### config.mk
export PLATFORM = sky130hd
export DESIGN_NAME = pbg_port
export DESIGN_NICKNAME = d
export VERILOG_FILES = /design/src/verilog/pbg_pkg.sv /design/src/verilog/pbg_port.sv
export VERILOG_INCLUDE_DIRS = /design/src /design/src/verilog
export SDC_FILE = /design/constraint.sdc
export NUM_CORES = 1
export LEC_CHECK = 0
export ABC_AREA = 0
export BUFFER_PORTS_ARGS = -buffer_cell sky130_fd_sc_hd__buf_2
export CAP_MARGIN = 5
export CORE_MARGIN = 5
export CORE_UTILIZATION = 47
export CTS_BUF_LIST = sky130_fd_sc_hd__clkbuf_2 sky130_fd_sc_hd__clkbuf_4 sky130_fd_sc_hd__clkbuf_8
export CTS_CLUSTER_DIAMETER = 50
export DETAILED_ROUTE_END_ITERATION = 10
export MAX_ROUTING_LAYER = met4
export PLACE_DENSITY = 0.92
export SKIP_LAST_GASP = 1
export SYNTH_ARGS = -nofsm -noshare
export SYNTH_HDL_FRONTEND = slang
export SYNTH_SLANG_ARGS = --single-unit
### constraint.sdc
create_clock -name clk -period 1.9 [get_ports clk]
set_clock_uncertainty 0.05 [all_clocks]
set_input_delay 0.095 -clock clk [delete_from_list [all_inputs] [get_ports clk]]
set_output_delay 0.095 -clock clk [all_outputs]
set_load 0.02 [all_outputs]
### src/verilog/pbg_cfg.svh
// constants for the port b gpio block: register offsets, reset values, pin positions.
// assumes a 32-bit classic wishbone bus with byte addresses on an 8-bit address port.
`ifndef PBG_CFG_SVH
`define PBG_CFG_SVH

// ******************************
// register offsets (byte address)
// ******************************
`define PBG_OFS_DIR 8'h00
`define PBG_OFS_LATCH 8'h04
`define PBG_OFS_PINS 8'h08

// ******************************
// reset values
// ******************************
`define PBG_RST_DIR 8'h00
`define PBG_RST_LATCH 8'h00
`define PBG_RST_P8DIR 8'h00
`define PBG_RST_WORD 32'h0000_0000
`define PBG_RST_PINS 8'h00
`define PBG_RST_BIT 1'h0

// ******************************
// pins shared with the host interface sidebands
// ******************************
`define PBG_PIN_SCI 1
`define PBG_PIN_SMI 0

`endif

### src/verilog/pbg_pkg.sv
// types for the port b gpio block.
// assumes pbg_cfg.svh is on the include path.
`default_nettype none

package pbg_pkg;

   typedef logic [7:0] pbg_byte_type;

   // every flip-flop of the block lives in this one record
   typedef struct packed {
      pbg_byte_type direction;
      pbg_byte_type output_latch;
      pbg_byte_type eight_direction;
      pbg_byte_type pin_out;
      pbg_byte_type pin_oe;
      pbg_byte_type pullup_en;
      pbg_byte_type wakeup;
      logic sci_in;
      logic smi_in;
      logic ack;
      logic [31:0] dat;
   } pbg_state_type;

endpackage

`default_nettype wire

### src/verilog/pbg_port.sv
// port b gpio: eight pins with direction, output latch, pin readback, pull-ups
// and the two host-interface sideband outputs, behind a classic wishbone slave.
// assumes a single 40 mhz clock and pins already synchronous to it.
//
// What this block does
// - direction bit one drives, zero listens
// - direction is write-only; read gives port seven
// - output latch always readable, writable, resets zero
// - pin-levels read returns live pin levels
// - pin-levels write loads port eight direction
// - pins seven to two: direction only, wake-up always
// - sci enable makes pin one the sideband
// - pin one always feeds wake-up and sci input
// - smi enable makes pin zero the sideband
// - pin zero always feeds wake-up and smi input
// - per-pin software pull-up
// - pull-up off on peripheral output pins
// - pull-ups off in reset and hardware standby
// - pull-up on when input and latch one
`timescale 1ns/1ps
`default_nettype none
`include "pbg_cfg.svh"

module pbg_port (
   input wire logic clk,
   input wire logic srst,
   // wishbone slave
   input wire logic wb_cyc_i,
   input wire logic wb_stb_i,
   input wire logic wb_we_i,
   input wire logic [7:0] wb_adr_i,
   input wire logic [3:0] wb_sel_i,
   input wire logic [31:0] wb_dat_i,
   output logic [31:0] wb_dat_o,
   output logic wb_ack_o,
   // pins
   input wire pbg_pkg::pbg_byte_type pin_in,
   output logic [7:0] pin_out,
   output logic [7:0] pin_oe,
   output logic [7:0] pin_pullup_en,
   // system and neighbours
   input wire logic hw_standby,
   input wire pbg_pkg::pbg_byte_type port_seven_pin_levels,
   output logic [7:0] port_eight_direction,
   output logic [7:0] wakeup_event_input,
   // host interface sidebands
   input wire logic sci_sideband_enable,
   input wire logic smi_sideband_enable,
   input wire logic host_sci_sideband_out,
   input wire logic host_smi_sideband_out,
   output logic host_sci_sideband_in,
   output logic host_smi_sideband_in
);
   import pbg_pkg::*;

   pbg_state_type state;
   pbg_state_type next_state;

   // ******************************
   // helpers
   // ******************************
   function automatic logic hit(
      input logic [7:0] adr,
      input logic [7:0] ofs
   );
      hit = (adr == ofs);
   endfunction

   function automatic logic [31:0] widen(
      input pbg_byte_type b
   );
      widen = {24'h00_0000, b};
   endfunction

   // a request is taken only while ack is low, so a strobe still high in the ack cycle is not taken again
   function automatic logic taken(
      input logic cyc,
      input logic stb,
      input logic ack_now
   );
      taken = cyc & stb & ~ack_now;
   endfunction

   // only the low byte lane carries register bits
   function automatic logic lane_zero(
      input logic we,
      input logic [3:0] sel
   );
      lane_zero = we & sel[0];
   endfunction

   // read mux: the direction address answers with port seven, the pin address with live pins
   function automatic logic [31:0] read_word(
      input logic [7:0] adr,
      input pbg_byte_type seven,
      input pbg_byte_type latch,
      input pbg_byte_type pins
   );
      logic [31:0] word;
      word = `PBG_RST_WORD;
      if (hit(adr, `PBG_OFS_DIR)) begin
         word = widen(seven);
      end else if (hit(adr, `PBG_OFS_LATCH)) begin
         word = widen(latch);
      end else if (hit(adr, `PBG_OFS_PINS)) begin
         word = widen(pins);
      end
      read_word = word;
   endfunction

   // level driven onto one pin; a sideband owner wins over the latch
   function automatic logic drive_level(
      input logic periph_en,
      input logic periph_lvl,
      input logic latch_bit
   );
      if (periph_en) begin
         drive_level = periph_lvl;
      end else begin
         drive_level = latch_bit;
      end
   endfunction

   // the sideband drives even if software left the direction bit clear
   function automatic logic drive_enable(
      input logic periph_en,
      input logic dir_bit
   );
      if (periph_en) begin
         drive_enable = 1'h1;
      end else begin
         drive_enable = dir_bit;
      end
   endfunction

   // pull-up only on a software input with its latch bit high
   function automatic logic pull_on(
      input logic standby,
      input logic periph_en,
      input logic dir_bit,
      input logic latch_bit
   );
      logic allowed;
      allowed = ~standby & ~periph_en;
      pull_on = allowed & ~dir_bit & latch_bit;
   endfunction

   // ******************************
   // bus handshake
   // ******************************
   logic req;
   logic wr;
   logic rd;
   logic sel_dir;
   logic sel_latch;
   logic sel_pins;

   assign req = taken(wb_cyc_i, wb_stb_i, state.ack);
   assign wr = req & lane_zero(wb_we_i, wb_sel_i);
   assign rd = req & ~wb_we_i;

   // address decode for the write strobes
   assign sel_dir = hit(wb_adr_i, `PBG_OFS_DIR);
   assign sel_latch = hit(wb_adr_i, `PBG_OFS_LATCH);
   assign sel_pins = hit(wb_adr_i, `PBG_OFS_PINS);

   // ******************************
   // next state
   // ******************************
   logic [7:0] periph_out;
   logic [7:0] periph_oe;

   always_comb begin
      next_state = state;

      // bus: one wait-free answer, ack drops the cycle after
      next_state.ack = req;
      next_state.dat = `PBG_RST_WORD;
      if (rd) begin
         next_state.dat = read_word(wb_adr_i, port_seven_pin_levels,
            state.output_latch, pin_in);
      end

      // write to the direction address
      if (wr && sel_dir) begin
         next_state.direction = wb_dat_i[7:0];
      end

      // the output latch takes writes whatever the direction bits hold
      if (wr && sel_latch) begin
         next_state.output_latch = wb_dat_i[7:0];
      end

      // the pin-levels register is read-only; its address loads port eight direction
      if (wr && sel_pins) begin
         next_state.eight_direction = wb_dat_i[7:0];
      end

      // peripheral takeover of pins one and zero
      periph_out = 8'h00;
      periph_oe = 8'h00;
      periph_out[`PBG_PIN_SCI] = host_sci_sideband_out;
      periph_oe[`PBG_PIN_SCI] = sci_sideband_enable;
      periph_out[`PBG_PIN_SMI] = host_smi_sideband_out;
      periph_oe[`PBG_PIN_SMI] = smi_sideband_enable;

      // pins seven to two never have a peripheral owner, so periph_oe stays low there
      // pin seven
      next_state.pin_out[7] = drive_level(periph_oe[7], periph_out[7],
         state.output_latch[7]);
      next_state.pin_oe[7] = drive_enable(periph_oe[7],
         state.direction[7]);
      next_state.pullup_en[7] = pull_on(hw_standby, periph_oe[7],
         state.direction[7],
         state.output_latch[7]);

      // pin six
      next_state.pin_out[6] = drive_level(periph_oe[6], periph_out[6],
         state.output_latch[6]);
      next_state.pin_oe[6] = drive_enable(periph_oe[6],
         state.direction[6]);
      next_state.pullup_en[6] = pull_on(hw_standby, periph_oe[6],
         state.direction[6],
         state.output_latch[6]);

      // pin five
      next_state.pin_out[5] = drive_level(periph_oe[5], periph_out[5],
         state.output_latch[5]);
      next_state.pin_oe[5] = drive_enable(periph_oe[5],
         state.direction[5]);
      next_state.pullup_en[5] = pull_on(hw_standby, periph_oe[5],
         state.direction[5],
         state.output_latch[5]);

      // pin four
      next_state.pin_out[4] = drive_level(periph_oe[4], periph_out[4],
         state.output_latch[4]);
      next_state.pin_oe[4] = drive_enable(periph_oe[4],
         state.direction[4]);
      next_state.pullup_en[4] = pull_on(hw_standby, periph_oe[4],
         state.direction[4],
         state.output_latch[4]);

      // pin three
      next_state.pin_out[3] = drive_level(periph_oe[3], periph_out[3],
         state.output_latch[3]);
      next_state.pin_oe[3] = drive_enable(periph_oe[3],
         state.direction[3]);
      next_state.pullup_en[3] = pull_on(hw_standby, periph_oe[3],
         state.direction[3],
         state.output_latch[3]);

      // pin two
      next_state.pin_out[2] = drive_level(periph_oe[2], periph_out[2],
         state.output_latch[2]);
      next_state.pin_oe[2] = drive_enable(periph_oe[2],
         state.direction[2]);
      next_state.pullup_en[2] = pull_on(hw_standby, periph_oe[2],
         state.direction[2],
         state.output_latch[2]);

      // pin one: sci sideband owner when enabled
      next_state.pin_out[1] = drive_level(periph_oe[1], periph_out[1],
         state.output_latch[1]);
      next_state.pin_oe[1] = drive_enable(periph_oe[1],
         state.direction[1]);
      next_state.pullup_en[1] = pull_on(hw_standby, periph_oe[1],
         state.direction[1],
         state.output_latch[1]);

      // pin zero: smi sideband owner when enabled
      next_state.pin_out[0] = drive_level(periph_oe[0], periph_out[0],
         state.output_latch[0]);
      next_state.pin_oe[0] = drive_enable(periph_oe[0],
         state.direction[0]);
      next_state.pullup_en[0] = pull_on(hw_standby, periph_oe[0],
         state.direction[0],
         state.output_latch[0]);

      // inputs stay live in every mux setting
      next_state.wakeup = pin_in;
      next_state.sci_in = pin_in[`PBG_PIN_SCI];
      next_state.smi_in = pin_in[`PBG_PIN_SMI];
   end

   // ******************************
   // state register
   // ******************************
   always_ff @(posedge clk) begin
      if (srst) begin
         state.direction <= `PBG_RST_DIR;
         state.output_latch <= `PBG_RST_LATCH;
         state.eight_direction <= `PBG_RST_P8DIR;
         state.pin_out <= `PBG_RST_PINS;
         state.pin_oe <= `PBG_RST_PINS;
         state.pullup_en <= `PBG_RST_PINS;
         state.wakeup <= `PBG_RST_PINS;
         state.sci_in <= `PBG_RST_BIT;
         state.smi_in <= `PBG_RST_BIT;
         state.ack <= `PBG_RST_BIT;
         state.dat <= `PBG_RST_WORD;
      end else begin
         state <= next_state;
      end
   end

   // ******************************
   // outputs
   // ******************************
   // bus side
   assign wb_dat_o = state.dat;
   assign wb_ack_o = state.ack;

   // pin drivers and pull-ups, one cycle behind the registers they follow
   assign pin_out = state.pin_out;
   assign pin_oe = state.pin_oe;
   assign pin_pullup_en = state.pullup_en;

   // neighbours
   assign port_eight_direction = state.eight_direction;
   assign wakeup_event_input = state.wakeup;

   // sideband inputs back to the host interface
   assign host_sci_sideband_in = state.sci_in;
   assign host_smi_sideband_in = state.smi_in;

endmodule

`default_nettype wire

### After elaboration in Yosys (flattened, before gate mapping)

Cells that the tools add are included.
Widths: inputs -> output; s select.

| operators by class | value |
|---|---|
| equality and inequality tests | 2 |
| multiplexer cells | 7 |
| bitwise operators | 37 |
| reductions and logical operators | 6 |

Operator list:

| kind | number |
|---|---|
| $mux 8 | 3 |
| $and 1x1->1 | 23 |
| $not 1->1 | 14 |
| $eq 8x3->1 const B | 1 |
| $eq 8x4->1 const B | 1 |
| $logic_not 8->1 | 1 |
| $mux 1 | 4 |
| $reduce_or 4->1 | 1 |
| $logic_and 1x1->1 | 3 |
| $reduce_or 2->1 | 1 |

| storage, ports and cells | value |
|---|---|
| register bits after elaboration | 91 |
| input port bits | 70 |
| output and inout port bits | 75 |
| logic and storage cells | 64 |

### Longest topological paths before layout

Gate-level depths: netlist of run 1.

| logic depth | value |
|---|---|
| word-level depth | 5 |
| gate-level depth with buffers | 5 |

### Worst setup path after synthesis of run 1

Ideal clock, no wire load.

| path | value |
|---|---|
| path kind | reg-to-reg |
| from | register state, in the netlist wb_ack_o |
| to | register state, in the netlist next_state[53] |
| library setup time | 0.072 ns |
| arrival time | 1.358 ns |
| data required time | 1.778 ns |
| path slack | 0.420 ns |
| stages on the path, launching flop included | 6 |
| buffers on the path | 2 |
| cell sequence | dfxtp_1 -> and3b_1 -> clkbuf_1 -> and4_1 -> buf_6 -> mux2i_1 |

| between the ends | value |
|---|---|
| longest elaborated chain between the ends | 4 |

RTL lines:

| item | RTL line | RTL |
|---|---|---|
| from (decl) | pbg_port.sv:56 | `pbg_state_type state;` |
| from (signal assigned) | pbg_port.sv:303 | `state <= next_state;` |
| $not 1->1 | pbg_port.sv:81 | `taken = cyc & stb & ~ack_now;` |
| $and 1x1->1 | pbg_port.sv:81 |  |
| $and 1x1->1 | pbg_port.sv:159 | `assign wr = req & lane_zero(wb_we_i, wb_sel_i);` |
| $logic_and 1x1->1 | pbg_port.sv:185 | `if (wr && sel_dir) begin` |

No other way between the ends.
A chain may end at the register's enable or synchronous reset.

### Worst setup path after layout of run 1

| path | value |
|---|---|
| from | register state, in the netlist wb_ack_o |
| to | register state[84] (netlist name) |

The elaborated chain is that of the path after synthesis.

==> qor.csv, run 1 <==
stage,metric,value,unit
cells_and_area,finish.net_count,417,
run,maxCapViolCount,0,
setup_path,crit_family,simple AND/OR/NAND/NOR gates,
clock_network,clock_tree.buffer_depth,2,
placed_design,placedCellCount,398,
setup_path,path_buf_inv,1,
drt,wirelength,5.849,mm
floorplan,die_area,7793,um^2
setup_path,r2r_end,state[84]$_SDFFE_PP0P_,
global_routing,grt_pass1_vias,1865,
placed_design,place.port_buffers,93,
setup_path,critPathMaxFanout,8,
drt,via_per_inst,4.394,
power,power,2.615,mW
setup_path,r2r-start,wb_ack_o$_SDFF_PP0_,
setup_path,crit_chain,"and3b_1, and4_1, buf_4, mux2i_1",
floorplan,die_w,88.28,um
setup_path,reg2reg_slack,400,ps
floorplan,die_h,88.28,um
synthesis,yosysSeqAreaShare,0.4518,
setup_path,critPathArrivalTime,1700,ps
synthesis,syn_inst,289,
sta,fin_crit,1497,ps
drt,drc,0,
drt,met3_length,511,um
drt,final_antenna_net_count,0,
sta,relSlewSlack,0.5477,
synthesis,yosysWarnings,0,
power,p_leak,1.726,nW
clock_network,cts.sinks,65,
hold_path,min_to,port_eight_direction[5]$_SDFFE_PP0P_,
clock_network,post_cts_buffers,0,
power,ir_worst_vdd,0.4037,mV
global_routing,grt_util_all_layers,0.1555,
floorplan,core,5956,um^2
setup_path,reg2regPathDepth,4,
clock_network,ctsHtreeMaxLevel,3,
drt,drt-wirelength-per-cell,13.73,um
drt,top_layer,met4,
placed_design,place.gp.congestion,0.8312,
sta,setup_slack,402.8,ps
clock_network,path_clk_slew,70,ps
cells_and_area,final-instance-count-excl-fill,426,
global_routing,grt_overflow,0,
setup_path,cp-start-kind,flip-flop,
global_routing,grt_max_degree,48,
status,status,completed,
drt,detail_route.iter0.violations,88,
clock_network,cts-resized-gates,0,
hold_path,hold_start,wb_dat_i[5],
setup_path,critPathMaxStageDelay,390,ps
drt,met2_length,2.683,mm
drt,route.layer.met1.wl,2.546,mm
floorplan,initial_core_util,0.4836,
setup_path,critPathCaptureType,flip-flop,
sta,fmax,667.9,MHz
drt,vias,1872,
hold_path,holdPathStages,3,
sta,drv_slew,0,
floorplan,io_pins,145,
cells_and_area,drive_above_1_share,0.3447,
sta,rsz0062_at_grt,no,
synthesis,syn-cell-area,2880,um^2
global_routing,antenna_found_initial,0,
setup_path,worstSetupPathType,reg -> reg,
floorplan,placementRows,28,
cells_and_area,antenna_cells,0,
clock_network,clkLatencyLatePin,330,ps
sta,period_share,0.7880,
sta,tightest_slew,678.5,ps
setup_path,required,2110,ps
clock_network,postCtsHoldBufs,13,
drt,drtPass1Iterations,4,
synthesis,synth_cell_types,22,
clock_network,cts_tree,yes,
placed_design,dpl.hpwl,4.246,mm
clock_network,ctsRootBufferMaster,clkbuf_8,
synthesis,syn_avg_cell_area,9.966,um^2
sta,setup_viol,0,
sta,fin_tns_setup,0,ps
sta,hold_viol_final,0,
hold_path,min_path_type,in -> reg,
power,p_per_area,808.3,nW/um^2
setup_path,cpMaxStageDelayCell,and3b_1,
synthesis,ys_ff_latch,65,
cells_and_area,syn_to_final_growth,12.34,%
clock_network,numCtsBuffers,9,
global_routing,grt_pass1_wl,8.735,mm
placed_design,pre_cts_ws,388.2,ps
-- metal layers --
metal  up-vias  GRT usage
met2        90     0.2407
met4         0    0.06731
met1       830     0.1907
met3        11    0.04190
li1        941          -
met5         -          -
-- worst max path at each step --
stage	startpoint	end	slack [ps]	depth (start not counted)
3_5_place_dp	wb_ack_o$_SDFF_PP0_	state[84]$_SDFFE_PP0P_	390	4
3_3_place_gp	wb_adr_i[5]	next_state[58]$_SDFFE_PP0P_	470	5
6_report	wb_ack_o$_SDFF_PP0_	state[84]$_SDFFE_PP0P_	400	4
2_1_floorplan	wb_ack_o$_SDFF_PP0_	next_state[53]$_SDFFE_PP0P_	420	5
4_1_cts	wb_ack_o$_SDFF_PP0_	state[84]$_SDFFE_PP0P_	380	4
5_1_grt	wb_ack_o$_SDFF_PP0_	state[84]$_SDFFE_PP0P_	300	4
-- cell usage after synthesis, drive strengths merged --
master  instances  share of area
clkbuf          8          0.010
nand4           3          0.017
dfxtp          65           0.45
inv            12          0.016
conb            1         0.0013
nor3b           6          0.016
nand2          10          0.013
and4            1         0.0030
and3b           1         0.0030
nor4            1         0.0074
mux2i          34           0.12
and4b           2         0.0070
nor4bb          1         0.0035
a21oi           8          0.014
nor2b          10          0.022
nand2b         32          0.070
or2             9          0.020
nor2           10          0.013
buf            75           0.20
-- where the power goes --
part | switching, mW | internal [mW]
Combinational | 0.143 | 0.0964
Sequential | 0.00327 | 1.38
Clock | 0.489 | 0.507
-- per-stage QoR --
| stage | area (um^2) | hold slack (ps) | util |
|---|---|---|---|
| 3_3_place_gp | 2940 | 271.2 | 0.4937 |
| 6_report | 3236 | 32.83 | 0.5433 |
| 4_1_cts | 3236 | 22.37 | 0.5433 |
| 5_1_grt | 3236 | 35.64 | 0.5433 |
| 2_1_floorplan | 2967 | 170.6 | - |
| 3_5_place_dp | 2940 | 271.9 | 0.4937 |
-- cell families (layout without fill, tap and decap cells) --
family | after synthesis | in the layout | share of synthesized area
other | 1 | 24 | 0.001302
and+or+nand+nor | 86 | 86 | 0.1933
DFF | 65 | 65 | 0.4518
AOI/OAI and AO/OA | 8 | 8 | 0.01390
buffers and inverters | 95 | 134 | 0.2215
muxes | 34 | 34 | 0.1182
-- state kept, by name, summed over array words and instances, names as in the netlist --
signal and cells:
wb_dat_o 8, next_state 12, pin_pullup_en 8, pin_out 8
wakeup_event_input 8, wb_ack_o 1, port_eight_direction 8, state 4
pin_oe 8
-- worst min-delay path, stage by stage --
cell and delay [ps]:
buf_2 80, nand2b_1 80, mux2i_1 120
-- cell usage in the layout, fill, tap and decap left out --
cell           instances
a21oi_1                8
and3b_1                1
and4_1                 1
and4b_1                2
buf_2                 93
buf_4                  1
clkbuf_4               1
clkbuf_8              10
clkinv_2               4
conb_1                24
dfxtp_1               65
dlygate4sd3_1         13
inv_1                 12
mux2i_1               34
nand2_1               10
nand2b_1              32
nand4_1                1
nand4_4                2
nor2_1                10
nor2b_1               10
nor3b_1                6
nor4_4                 1
nor4bb_1               1
or2_2                  9
-- area by class of cell --
type | count | area (um^2)
inverters | 12 | 45.04
clock inverters | 4 | 20.02
multi-input cells | 152 | 1027
fillers | 547 | 2720
clock buffers | 11 | 145.1
repair buffers | 107 | 603.1
flip-flops and latches | 65 | 1301
well taps | 75 | 93.84
No activity file was read; power rests on OpenSTA's default activity.
==> run 2: changes to the inputs <==
- clock period: 1.9 -> 1.4 ns (I/O delays scaled with it)
==> qor.csv, run 2 (synthesis results as in run 1) <==
stage,metric,value,unit,change
placed_design,dpl.hpwl,4.439,mm,+4.5%
floorplan,die_area,7793,um^2,unchanged
drt,wirelength,5.980,mm,+2.2%
power,power_frac_clock,0.419,,+0.038
setup_path,r2r_end,next_state[57]$_SDFFE_PP0P_,,
sta,period_share,0.9692,,+0.1812
hold_path,min_to,port_eight_direction[2]$_SDFFE_PP0P_,,
drt,top_layer,met4,,
cells_and_area,syn_to_final_growth,16.20,%,
cells_and_area,finish.net_count,424,,+1.7%
sta,hold_viol_final,0,,unchanged
floorplan,io_pins,145,,unchanged
drt,met2_length,2.922,mm,+8.9%
hold_path,min_path_type,in -> reg,,
power,p_sw,843.3,uW,+33%
setup_path,cp-start-kind,flip-flop,,
clock_network,numCtsBuffers,9,,unchanged
drt,detail_route.iter0.violations,47,,-47%
floorplan,core,5956,um^2,unchanged
drt,met3_length,505,um,-1.2%
global_routing,grt_pass1_vias,1912,,+2.5%
sta,drv_slew,0,,unchanged
drt,drtPass1Iterations,4,,unchanged
drt,final_antenna_net_count,0,,unchanged
global_routing,antenna_found_initial,0,,unchanged
setup_path,crit_chain,"and3b_2, and4_4, buf_12, mux2i_2",,
clock_network,cts_tree,yes,,
setup_path,crit_family,simple AND/OR/NAND/NOR gates,,
clock_network,clkLatencyLatePin,320,ps,about the same
power,ir_worst_vdd,0.6470,mV,+60%
status,status,completed,,
cells_and_area,design_area,3347,um^2,+3.4%
cells_and_area,fillers,553,,+1.1%
run,maxCapViolCount,0,,unchanged
cells_and_area,mostFrequentLayoutCell,buf_2,,
drt,via_per_inst,4.424,,+0.67%
power,p_per_area,1136,nW/um^2,+41%
setup_path,r2r-start,wb_ack_o$_SDFF_PP0_,,
placed_design,placed_area,2998,um^2,+2.0%
clock_network,path_clk_slew,60,ps,about the same
cells_and_area,largest_reg_flops,12,,unchanged
drt,route.layer.met1.wl,2.432,mm,-4.5%
clock_network,cts.sinks,65,,unchanged
cells_and_area,final-instance-count-excl-fill,432,,+1.4%
floorplan,die_w,88.28,um,unchanged
setup_path,cpMaxStageDelayCell,dfxtp_2,,
setup_path,path_buf_inv,1,,unchanged
cells_and_area,drive_above_1_share,0.3669,,+0.02222
clock_network,ctsHtreeMaxLevel,3,,unchanged
floorplan,initial_core_util,0.4836,,unchanged
clock_network,ctsRootBufferMaster,clkbuf_8,,
global_routing,grt_util_all_layers,0.1594,,+0.003857
sta,fin_crit,1357,ps,-140.3 ps
global_routing,grt_pass1_wl,8.866,mm,+1.5%
setup_path,critPathCaptureType,flip-flop,,
cells_and_area,antenna_cells,0,,unchanged
hold_path,holdPathStages,3,,unchanged
power,p_int,2.958,mW,+49%
sta,hold_slack,15.71,ps,-17.12 ps
sta,setup_slack,43.07,ps,-359.7 ps
global_routing,grt_overflow,0,,unchanged
sta,rsz0062_at_grt,yes,,
power,sw_frac_of_total,0.2219,,-0.02118
placed_design,placedCellCount,404,,+1.5%
power,comb_power_share,0.089,,-0.003
hold_path,hold_start,wb_dat_i[2],,
placed_design,pre_cts_ws,-30.72,ps,-418.9 ps
sta,setup_viol,0,,unchanged
drt,drt-wirelength-per-cell,13.84,um,+0.82%
placed_design,place.port_buffers,93,,unchanged
cells_and_area,multi_input_area,1035,um^2,+0.73%
sta,fmax,737.0,MHz,+10%
floorplan,placementRows,28,,unchanged
drt,vias,1911,,+2.1%
power,p_leak,1.776,nW,+2.9%
cells_and_area,regArea,1303,um^2,about the same
global_routing,grt_max_degree,31,,-35%
setup_path,critPathArrivalTime,1550,ps,-150 ps
setup_path,reg2reg_slack,40,ps,-360 ps
power,p_seq_frac,0.493,,-0.034
drt,drc,0,,unchanged
setup_path,critPathMaxFanout,8,,unchanged
placed_design,place.gp.congestion,0.8695,,+4.6%
floorplan,die_h,88.28,um,unchanged
setup_path,critPathMaxStageDelay,320,ps,-70 ps
cells_and_area,layout_common_cells,"buf_2, dfxtp_1, mux2i_1, nand2b_1, conb_1",,
clock_network,clock_tree.buffer_depth,2,,unchanged
setup_path,required,1590,ps,-520 ps
setup_path,worstSetupPathType,reg -> reg,,
setup_path,reg2regPathDepth,4,,unchanged
==> run 2: changes by cell type in the layout (fill, tap and decap cells not counted), sizes merged <==
cell      change
clkbuf        +1
buf           +7
bufinv        +1
clkinvlp      +1
clkinv        -4
==> run 2: area by class of cell <==
| type | instances | share of cell area |
|---|---|---|
| clock inverters | 2 | 0.01121 |
| flip-flops and latches | 65 | 0.3892 |
| well taps | 75 | 0.02804 |
| multi-input cells | 152 | 0.3092 |
| repair buffers | 114 | 0.1996 |
| inverters | 12 | 0.01346 |
| clock buffers | 12 | 0.04935 |
==> run 2: how the worst max path moves through the flow <==
stage / depth (start not counted) / endpoint / start / slack [ps]
CTS: 4 / next_state[55]$_SDFFE_PP0P_ / wb_ack_o$_SDFF_PP0_ / 30
global route: 4 / next_state[57]$_SDFFE_PP0P_ / wb_ack_o$_SDFF_PP0_ / -20
finish: 4 / next_state[57]$_SDFFE_PP0P_ / wb_ack_o$_SDFF_PP0_ / 40
global placement: 4 / next_state[55]$_SDFFE_PP0P_ / wb_ack_o$_SDFF_PP0_ / 20
detailed placement: 4 / next_state[57]$_SDFFE_PP0P_ / wb_ack_o$_SDFF_PP0_ / -30
floorplan: 5 / next_state[53]$_SDFFE_PP0P_ / wb_ack_o$_SDFF_PP0_ / 20
==> run 2: power by group through the flow <==
stage | logic, mW | clock network, mW | registers, mW
CTS | 0.337 | 1.64 | 1.87
finish | 0.337 | 1.59 | 1.87
global route | 0.366 | 1.76 | 1.87
floorplan | 0.260 | 0 | 1.92
detailed placement | 0.308 | 0 | 1.91
global placement | 0.305 | 0 | 1.91
==> run 2: worst reg2reg max path, stage by stage (launching register included) <==
cell and delay, ps:
dfxtp_2 320, and3b_2 310, and4_4 250, buf_12 140, mux2i_2 210
==> run 2: layer usage <==
metal / vias to the layer above / global-route usage
met3: 12 / 0.03724
met1: 863 / 0.1794
met4: 0 / 0.09066
li1: 951 / -
met5: - / -
met2: 85 / 0.2590
==> run 2: per-stage QoR <==
step           TNS (ps)  utilization  power, mW
2_1_floorplan         0            -      2.180
3_3_place_gp          0       0.5034      2.218
3_5_place_dp     -83.20       0.5034      2.223
4_1_cts               0       0.5595      3.848
5_1_grt          -29.41       0.5620      3.995
6_report              0       0.5620      3.801
==> run 2: timing repair <==
| item | in CTS | in global routing |
|---|---|---|
| endpoints found under the hold margin | 23 | 0 |
| setup buffers | 0 | 1 |
| hold buffers | 13 | 0 |
| endpoints found under the setup margin | 8 | 10 |
| pin swaps | 0 | 2 |
| gates resized for setup | 1 | 3 |
